`config.mk`:
```
export PLATFORM = sky130hd
export DESIGN_NAME = fap_gate
export DESIGN_NICKNAME = d
export VERILOG_FILES = /design/src/verilog/fap_gate.v /design/src/verilog/fap_sync.v
export VERILOG_INCLUDE_DIRS = /design/src /design/src/verilog
export SDC_FILE = /design/constraint.sdc
export NUM_CORES = 1
export LEC_CHECK = 0
export BUFFER_PORTS_ARGS = -buffer_cell sky130_fd_sc_hd__clkbuf_2
export CORE_AREA = 4 4 157 159
export DETAILED_ROUTE_END_ITERATION = 10
export DIE_AREA = 0 0 161 163
export HOLD_SLACK_MARGIN = 0.06
export PLACE_DENSITY = 0.51
export SYNTH_ARGS = -nofsm -noshare
export SYNTH_HDL_FRONTEND = slang
export SYNTH_SLANG_ARGS = --single-unit
```
`constraint.sdc`:
```
create_clock -name sys_clk -period 3.4 [get_ports sys_clk]
set_clock_uncertainty 0.05 [all_clocks]
set_input_delay 0.51 -clock sys_clk [delete_from_list [all_inputs] [get_ports sys_clk]]
set_output_delay 0.51 -clock sys_clk [all_outputs]
set_load 0.02 [all_outputs]
```
`src/verilog/fap_map.vh`:
```
/*
 Constants for the flash access protection block: setting field widths,
 control and ROM code values, policy encodings and the boot ID fail limit.
 Assumes inclusion by bare name from design files.
*/
`ifndef FAP_MAP_VH
`define FAP_MAP_VH
`define FAP_CTRL_W 8
`define FAP_ID_BYTES 15
`define FAP_ID_W 120
`define FAP_ROM_W 32
`define FAP_CTRL_OPEN 8'hff
`define FAP_CTRL_BOOTAUTH 8'h45
`define FAP_CTRL_LOCK 8'h52
`define FAP_ROM_LOCK 32'h00000000
`define FAP_ROM_PERMLOCK 32'h00000001
`define FAP_ID_ALL_ONES 120'hffffffffffffffffffffffffffffff
`define FAP_BOOT_FAIL_LIMIT 2'h3
`define FAP_POL_OPEN 2'h0
`define FAP_POL_DBGAUTH 2'h1
`define FAP_POL_OTHER 2'h2
`endif

```
`src/verilog/fap_gate.v`:
```
/*
 Flash access protection gate: decodes stored protection settings and
 rules on boot-mode, debugger and parallel programmer access.
 Assumes settings are stable from reset, access request pins are
 asynchronous levels, and a flash eraser answers erase_req with a
 one-cycle erase_done pulse on sys_clk.

*/
`timescale 1ns/1ps
`include "fap_map.vh"
module fap_gate
(
   // Clock and reset
   input wire sys_clk,
   input wire rstn,
   // Stored protection settings
   input wire [`FAP_CTRL_W-1:0] ctrl_code,
   input wire [`FAP_ID_W-1:0] id_code,
   input wire [`FAP_ROM_W-1:0] rom_code,
   // Boot-mode serial path
   input wire boot_connect,
   input wire boot_id_valid,
   input wire [`FAP_ID_W-1:0] boot_id,
   output reg boot_grant,
   output reg boot_id_fail,
   // Debugger path
   input wire dbg_connect,
   input wire dbg_id_valid,
   input wire [`FAP_ID_W-1:0] dbg_id,
   output reg dbg_grant,
   output reg dbg_id_fail,
   // Parallel programmer path
   output reg par_grant,
   // Flash eraser
   output reg erase_req,
   input wire erase_done,
   // Decoded policy
   output reg [1:0] policy
);
   localparam ST_IDLE = 3'h0;
   localparam ST_AUTH = 3'h1;
   localparam ST_ERASE = 3'h2;
   localparam ST_OPEN = 3'h3;
   localparam ST_DENY = 3'h4;

   reg [2:0] boot_st;
   reg [2:0] next_boot_st;
   reg [1:0] fail_cnt;
   reg boot_lvl_d;
   wire boot_lvl;
   wire dbg_lvl;

   // ID-field decoding for the open settings
   function id_open;
      input [`FAP_CTRL_W-1:0] c;
      input [`FAP_ID_W-1:0] id;
      begin
         id_open = (c == `FAP_CTRL_OPEN) && (id == `FAP_ID_ALL_ONES);
      end
   endfunction

   // Whole-word ID comparison, shared by the boot and debugger paths
   function id_eq;
      input [`FAP_ID_W-1:0] presented;
      input [`FAP_ID_W-1:0] stored;
      begin
         id_eq = (presented == stored);
      end
   endfunction

   wire rom_open = (rom_code != `FAP_ROM_LOCK) && (rom_code != `FAP_ROM_PERMLOCK);
   wire ids_open = id_open(ctrl_code, id_code);
   wire boot_auth = (ctrl_code == `FAP_CTRL_BOOTAUTH);
   wire boot_lock = (ctrl_code == `FAP_CTRL_LOCK);
   wire dbg_free = ids_open;
   wire boot_match = id_eq(boot_id, id_code);
   wire dbg_match = id_eq(dbg_id, id_code);

   fap_sync u_boot_sync
   (
      .sys_clk(sys_clk),
      .rstn(rstn),
      .pin(boot_connect),
      .level(boot_lvl)
   );

   fap_sync u_dbg_sync
   (
      .sys_clk(sys_clk),
      .rstn(rstn),
      .pin(dbg_connect),
      .level(dbg_lvl)
   );

   // Boot-mode connection sequencer
   always @*
   begin
      next_boot_st = boot_st;
      case (boot_st)
         ST_IDLE:
            if (boot_lvl && !boot_lvl_d)
            begin
               if (boot_auth)
                  next_boot_st = ST_AUTH;
               else if (boot_lock)
                  next_boot_st = ST_DENY;
               else
                  next_boot_st = ST_ERASE;
            end
         ST_AUTH:
            if (!boot_lvl)
               next_boot_st = ST_IDLE;
            else if (boot_id_valid && boot_match)
               next_boot_st = ST_OPEN;
            else if (boot_id_valid && fail_cnt == `FAP_BOOT_FAIL_LIMIT - 2'h1)
               next_boot_st = ST_ERASE;
         ST_ERASE:
            if (erase_done)
               next_boot_st = ST_OPEN;
         ST_OPEN, ST_DENY:
            if (!boot_lvl)
               next_boot_st = ST_IDLE;
         default:
            next_boot_st = ST_IDLE;
      endcase
   end

   // Boot path state, fail count and outputs
   always @(posedge sys_clk or negedge rstn)
   begin
      if (!rstn)
      begin
         boot_st <= ST_IDLE;
         boot_lvl_d <= 1'b0;
         fail_cnt <= 2'h0;
         boot_grant <= 1'b0;
         boot_id_fail <= 1'b0;
         erase_req <= 1'b0;
      end
      else
      begin
         boot_st <= next_boot_st;
         boot_lvl_d <= boot_lvl;
         boot_grant <= (next_boot_st == ST_OPEN);
         // Erase held until the eraser reports completion
         erase_req <= (next_boot_st == ST_ERASE);
         // Each mismatching boot ID gives a one-cycle fail pulse
         boot_id_fail <= 1'b0;
         if (boot_st == ST_AUTH && boot_lvl && boot_id_valid && !boot_match)
            boot_id_fail <= 1'b1;
         if (boot_st == ST_IDLE)
            fail_cnt <= 2'h0;
         else if (boot_st == ST_AUTH && boot_id_valid)
            fail_cnt <= boot_match ? 2'h0 : fail_cnt + 2'h1;
      end
   end

   // Debugger path: free, or authenticated, dropped on disconnect
   always @(posedge sys_clk or negedge rstn)
   begin
      if (!rstn)
      begin
         dbg_grant <= 1'b0;
         dbg_id_fail <= 1'b0;
      end
      else
      begin
         dbg_id_fail <= 1'b0;
         if (!dbg_lvl)
            dbg_grant <= 1'b0;
         else if (dbg_free)
            dbg_grant <= 1'b1;
         else if (dbg_id_valid && !dbg_grant)
         begin
            dbg_grant <= dbg_match;
            dbg_id_fail <= !dbg_match;
         end
      end
   end

   // Parallel programmer follows the ROM code only
   always @(posedge sys_clk or negedge rstn)
   begin
      if (!rstn)
      begin
         par_grant <= 1'b0;
      end
      else
      begin
         par_grant <= rom_open;
      end
   end

   // Policy report follows the settings only
   always @(posedge sys_clk or negedge rstn)
   begin
      if (!rstn)
      begin
         policy <= `FAP_POL_OTHER;
      end
      else
      begin
         if (ids_open && rom_open)
            policy <= `FAP_POL_OPEN;
         else if (!boot_auth && !boot_lock && rom_code == `FAP_ROM_LOCK)
            policy <= `FAP_POL_DBGAUTH;
         else
            policy <= `FAP_POL_OTHER;
      end
   end
endmodule // fap_gate

```
`src/verilog/fap_sync.v`:
```
/*
 Three-stage synchroniser with agreement filter for one pin input.
 Assumes the pin is asynchronous to sys_clk.
*/
`timescale 1ns/1ps
module fap_sync
(
   // Clock and reset
   input wire sys_clk,
   input wire rstn,
   // Pin and filtered level
   input wire pin,
   output reg level
);
   reg stage1;
   reg stage2;
   reg stage3;

   always @(posedge sys_clk or negedge rstn)
   begin
      if (!rstn)
      begin
         stage1 <= 1'b0;
         stage2 <= 1'b0;
         stage3 <= 1'b0;
         level <= 1'b0;
      end
      else
      begin
         stage1 <= pin;
         stage2 <= stage1;
         stage3 <= stage2;
         // Change counts once stages two and three agree
         if (stage2 == stage3)
            level <= stage3;
      end
   end
endmodule // fap_sync
```
After elaboration in Yosys (flattened, before gate mapping)
Index checks and enable logic that the tools add are counted.
{ "word_totals": {"regBits": 22, "word_cells": 81, "out_inout_bits": 8} }
{ "op_classes": {"muxes": 21, "n_eq_ne": 17, "add_sub_neg": 1, "n_reduce_logical": 24} }
{ "ops": {"columns": ["operator", "count"], "rows": [
  ["$eq 120x120->1", 2],
  ["$eq 120x120->1 const B", 1],
  ["$logic_not 32->1", 1],
  ["$ne 32x1->1 const B", 1],
  ["$reduce_bool 32->1", 1],
  ["$mux 3", 8],
  ["$eq 8x7->1 const B", 2],
  ["$logic_and 1x1->1", 13],
  ["$eq 3x2->1 const B", 4],
  ["$pmux 3 s4", 1],
  ["$mux 2", 5],
  ["$eq 8x8->1 const B", 1],
  ["$mux 1", 7],
  ["$logic_not 1->1", 6],
  ["$eq 3x1->1 const B", 1],
  ["$eq 3x3->1 const B", 1],
  ["$logic_not 3->1", 1],
  ["$ne 3x3->1 const B", 1],
  ["$add 2x1->2 const B", 1],
  ["$eq 1x1->1", 2],
  ["$eq 2x2->1 const B", 1],
  ["$reduce_bool 2->1", 1],
  ["$reduce_or 2->1", 1]
]} }

Longest topological paths before layout
{ "logic_depth": {"ltp_word": 7, "depth_mapped": 7, "depth_no_buf": 7} }

Hierarchy
Synthesis repeated with hierarchy kept, for this count alone.
{ "hier_totals": {"hier_cells": 446, "area_unflattened_um2": 3822.4} }
{ "by_module_without_submodules": {"columns": ["mod", "area_per_inst_um2", "seq_area_each_um2", "n_inst", "cells_per_inst"], "rows": [
  ["fap_gate", 3599.7, 351.6, 1, 436],
  ["fap_sync", 111.4, 100.1, 2, 5]
]} }

Least setup slack after synthesis
No wires, ideal clock.
{ "synth_path": {"path_kind": "input-to-reg", "start": "in ctrl_code[3]", "end": "reg boot_grant", "arrival_time_ns": 1.937, "setup_time_ns": 0.078, "cell_stages": 6, "required_ns": 3.272, "setup_slack_ns": 1.336, "cell_sequence": "or4b_1 > nor4_2 > inv_2 > o221a_2 > a31o_1 > a21oi_1"} }
{ "synth_via": {"elab_chain_cells": 6, "elab_cells_between_ends": 7, "cone_classes": "3 x eq/ne; 4 x mux"} }
{ "synth_rtl": {"columns": ["item", "line", "text"], "rows": [
  ["from (decl)", "fap_gate.v:17", "input wire [`FAP_CTRL_W-1:0] ctrl_code,"],
  ["$eq 8x7->1 (no line)", null, null],
  ["$mux 3", "fap_gate.v:105", "else if (boot_lock)"],
  ["$mux 3 (*)", "fap_gate.v:103", "if (boot_auth)"],
  ["$mux 3 (*)", "fap_gate.v:101", "if (boot_lvl && !boot_lvl_d)"],
  ["$pmux 3 s4 (*)", "fap_gate.v:99", "case (boot_st)"],
  ["$eq 3x2->1 (*)", "fap_gate.v:144", "boot_grant <= (next_boot_st == ST_OPEN);"],
  ["to (signal assigned)", "fap_gate.v:144", null],
  ["to (decl)", "fap_gate.v:24", "output reg boot_grant,"]
]} }
Every way passes the cells marked *; elsewhere a longest branch is shown, timed or not.
A chain may end at the register's enable or synchronous reset.

Final worst setup path
{ "layout_path": {"start": "in id_code[64]", "end": "reg erase_req"} }
{ "layout_via": {"elab_chain_cells": 6} }
{ "layout_rtl": {"columns": ["item", "line", "text"], "rows": [
  ["from (decl)", "fap_gate.v:18", "input wire [`FAP_ID_W-1:0] id_code,"],
  ["$eq 120x120->1", "fap_gate.v:67", "id_eq = (presented == stored);"],
  ["$logic_and 1x1->1", "fap_gate.v:113", "else if (boot_id_valid && boot_match)"],
  ["$mux 3", "fap_gate.v:113", null],
  ["$mux 3", "fap_gate.v:111", "if (!boot_lvl)"],
  ["$pmux 3 s4", "fap_gate.v:99", null],
  ["$eq 3x2->1", "fap_gate.v:146", "erase_req <= (next_boot_st == ST_ERASE);"],
  ["to (signal assigned)", "fap_gate.v:146", null],
  ["to (decl)", "fap_gate.v:35", "output reg erase_req,"]
]} }
Every way passes these cells.

==> flow_summary_export.csv <==
group,metric,value,unit
yosys,synth_fa_ha_area_share,0.825,%
layout,top_regs,"boot_st (3), fail_cnt (2), policy (2)",
run_status,status,"finished, final reports clean",
drt,drtAntennaViolNets,0,
yosys,synth-simple-area-share,28.2,%
layout,fin_nets,1302,
drt,routed_wl,31.5,mm
yosys,synth_compound_area_share,4.57,%
grt,grt_pass1_vias,5940,
grt,grt_overflow_total,0,
drt,vias,5457,
layout,layout_commonest_cell,"clkbuf_2",
yosys,yosysWarnings,0,
die,start_util,16.9,%
critical_path,reg2reg_from,"boot_st[0]",
drt,remaining_drc_errors,0,
yosys,synthDistinctLibCells,42,
die,io_pins,415,
power_and_ir_drop,seqPwrFrac,21.7,%
layout,n_antenna_cell,0,
job,drv_cap,0,
timing,finalHoldViolCount,0,
place,place_inst,1208,
critical_path,worstPathRequired,3510,ps
layout,largest_reg_flops,3,
critical_path,timing.rr.end,"boot_grant",
power_and_ir_drop,power.leakage,3.02,nW
min_path,hold_path_class,"in2async",
critical_path,crit_start,"id_code[64]",
grt,grt_max_degree,23,
critical_path,cp-start-kind,"input pin",
yosys,synth_nets,878,
clock_tree,h-tree-depth,1,
die,rows,56,
clock_tree,cts_hold_buf,0,
drt,viasPerCell,4.50,
timing,fin_setup_tns,0,ps
layout,area_delta_synth_final,66.0,%
drt,wl_per_cell,26.0,um
clock_tree,cts_buffers,3,
timing,maxSlewViolCount,0,
place,place_area,6450,um2
critical_path,path_max_fanout,7,
layout,design_area,6540,um2
die,core_area,23300,um2
yosys,async_reset_ff_share,100,%
yosys,synth-edff-count,0,
power_and_ir_drop,p_sw,0.527,mW
die,fp.dieW,161,um
yosys,synth-seq-cells,22,
timing,setup_slack,605,ps
timing,post-route-min-period,2790,ps
grt,antenna_found_initial,3,
power_and_ir_drop,irDropWorstVdd,138,uV
clock_tree,cts_max_path_buffers,2,
layout,fin_util,28.1,%
clock_tree,cts_tree,"yes",
layout,final_cell_mix,"clkbuf_2, xnor2_1, xor2_1, nand4_1, nor4_1",
critical_path,reg2reg_slack,1420,ps
yosys,syn_area_per_cell,8.39,um2
clock_tree,clk_latency,250,ps
clock_tree,cts_resized,0,
power_and_ir_drop,power.share.clock,20.3,%
place,io_buffers,414,
yosys,synth_top_family_by_area,"XOR/XNOR gates",
timing,slew_headroom,43.3,%
die,die_area,26200,um2
critical_path,r2r_cells,6,
yosys,synthCells,470,
critical_path,worstSetupPathType,"in2reg",
clock_tree,path_clk_slew,60,ps
drt,dr.pass1.iters,6,
yosys,yosysSeqAreaShare,14.0,%
timing,worst_slew_pin_slew,843,ps
clock_tree,cts_setup_buffers,0,
power_and_ir_drop,p_int,0.818,mW
critical_path,critPathCaptureType,"flip-flop",
yosys,synthFlopType,"dfrtp_1",
layout,max_flop_register,"boot_st",
critical_path,crit_arrival,2910,ps
timing,fmax,358,MHz
layout,instances_no_fill,1212,
die,die_y,163,um
timing,rsz0062_at_grt,"false",
power_and_ir_drop,pwr-share-comb,58.0,%
place,hpwlAfterDp,29.5,mm
place,dpl_worst_slack,320,ps
layout,layout-drive-gt1-share,48.7,%
clock_tree,cts_root_buf,"clkbuf_16",
yosys,mappedNetlistArea,3940,um2
drt,first_iter_violations,365,
grt,grt_util_all_layers,22.7,%
timing,finalCritPeriodShare,82.2,%
power_and_ir_drop,switching_share,39.2,%
place,gp_congestion,0.944,
critical_path,setup.worst_path.end,"erase_req",
grt,grt_pass1_wl,42.2,mm
yosys,synth-xor-area-share,50.9,%
clock_tree,cts_sinks,22,
timing,finalSetupViolCount,0,
yosys,synth_mux_area_share,0.286,%
power_and_ir_drop,power_density,206,nW/um2
==> power groups by stage <==
| stage | Clock, mW | Combinational (mW) | Sequential (mW) |
|---|---|---|---|
| after floorplan | 0 | 0.285 | 0.292 |
| after detailed placement | 0 | 0.785 | 0.296 |
| final | 0.273 | 0.780 | 0.292 |
| after global placement | 0 | 0.786 | 0.296 |
| after global routing | 0.291 | 0.841 | 0.293 |
| after CTS | 0.284 | 0.790 | 0.291 |
==> worst max-delay path, stage by stage <==
cell	delay [ps]
clkbuf_2	210
xor2_1	190
nor4_1	640
nand4_1	260
nor4_2	340
nand4_2	260
and3_4	240
nor4_2	230
==> cell type report <==
class | instances | area, um2
multi-input combinational | 435 | 3340
fill | 2601 | 16700
sequential | 22 | 552
inverter | 12 | 45.0
clock buffer | 4 | 88.8
tap | 319 | 399
timing repair buffer | 420 | 2120
==> worst min-delay path by stage <==
stage / startpoint / to / slack [ps]
after floorplan: rstn / boot_grant / 160
after detailed placement: u_boot_sync.stage1 / u_boot_sync.stage2 / 290
after CTS: rstn / par_grant / 230
final: rstn / par_grant / 210
after global placement: u_boot_sync.stage1 / u_boot_sync.stage2 / 280
after global routing: rstn / par_grant / 250
==> routing by layer <==
layer	vias up	global-route usage, %	part of all wire [%]
met3	23	4.30	7.6
met2	287	42.8	52
met5	-	0	0.15
met1	2555	27.5	39
met4	6	2.83	1.4
li1	2586	-	-
==> cell usage after synthesis, types with 2 or more instances <==
cell type  instances  area share (%)
xnor2_1          130              29
xor2_1            99              22
nand4_1           77              12
nor4_1            48             7.6
dfrtp_1           21              13
nor2_1            12             1.1
inv_1             10            0.95
nand2_1            8            0.76
nor2b_1            8             1.3
nand3_1            6            0.76
a21oi_1            5            0.63
nor4_2             4             1.3
nand2b_1           3            0.48
nor3_1             3            0.38
o221ai_1           3            0.67
a2111o_1           2            0.57
maj3_1             2            0.51
nand3b_1           2            0.38
o21a_1             2            0.38
o21ai_0            2            0.25
o22ai_1            2            0.32
==> logic make-up (layout without fill, tap and decap cells) <==
logic type                 Yosys count  after routing
xor gates and xnor gates           229            229
DFF                                 22             22
and+or+nand+nor                    178            178
buffers and inverters               13            436
muxes                                1              1
adders and majority gates            3              3
AOI/OAI and AO/OA                   24             24
==> through the flow <==
stage	hold WS [ps]	total power, mW
finish	206	1.35
global route	246	1.43
floorplan	164	0.578
global placement	283	1.08
detailed placement	287	1.08
CTS	227	1.37
(Power assumes the default switching activity.)
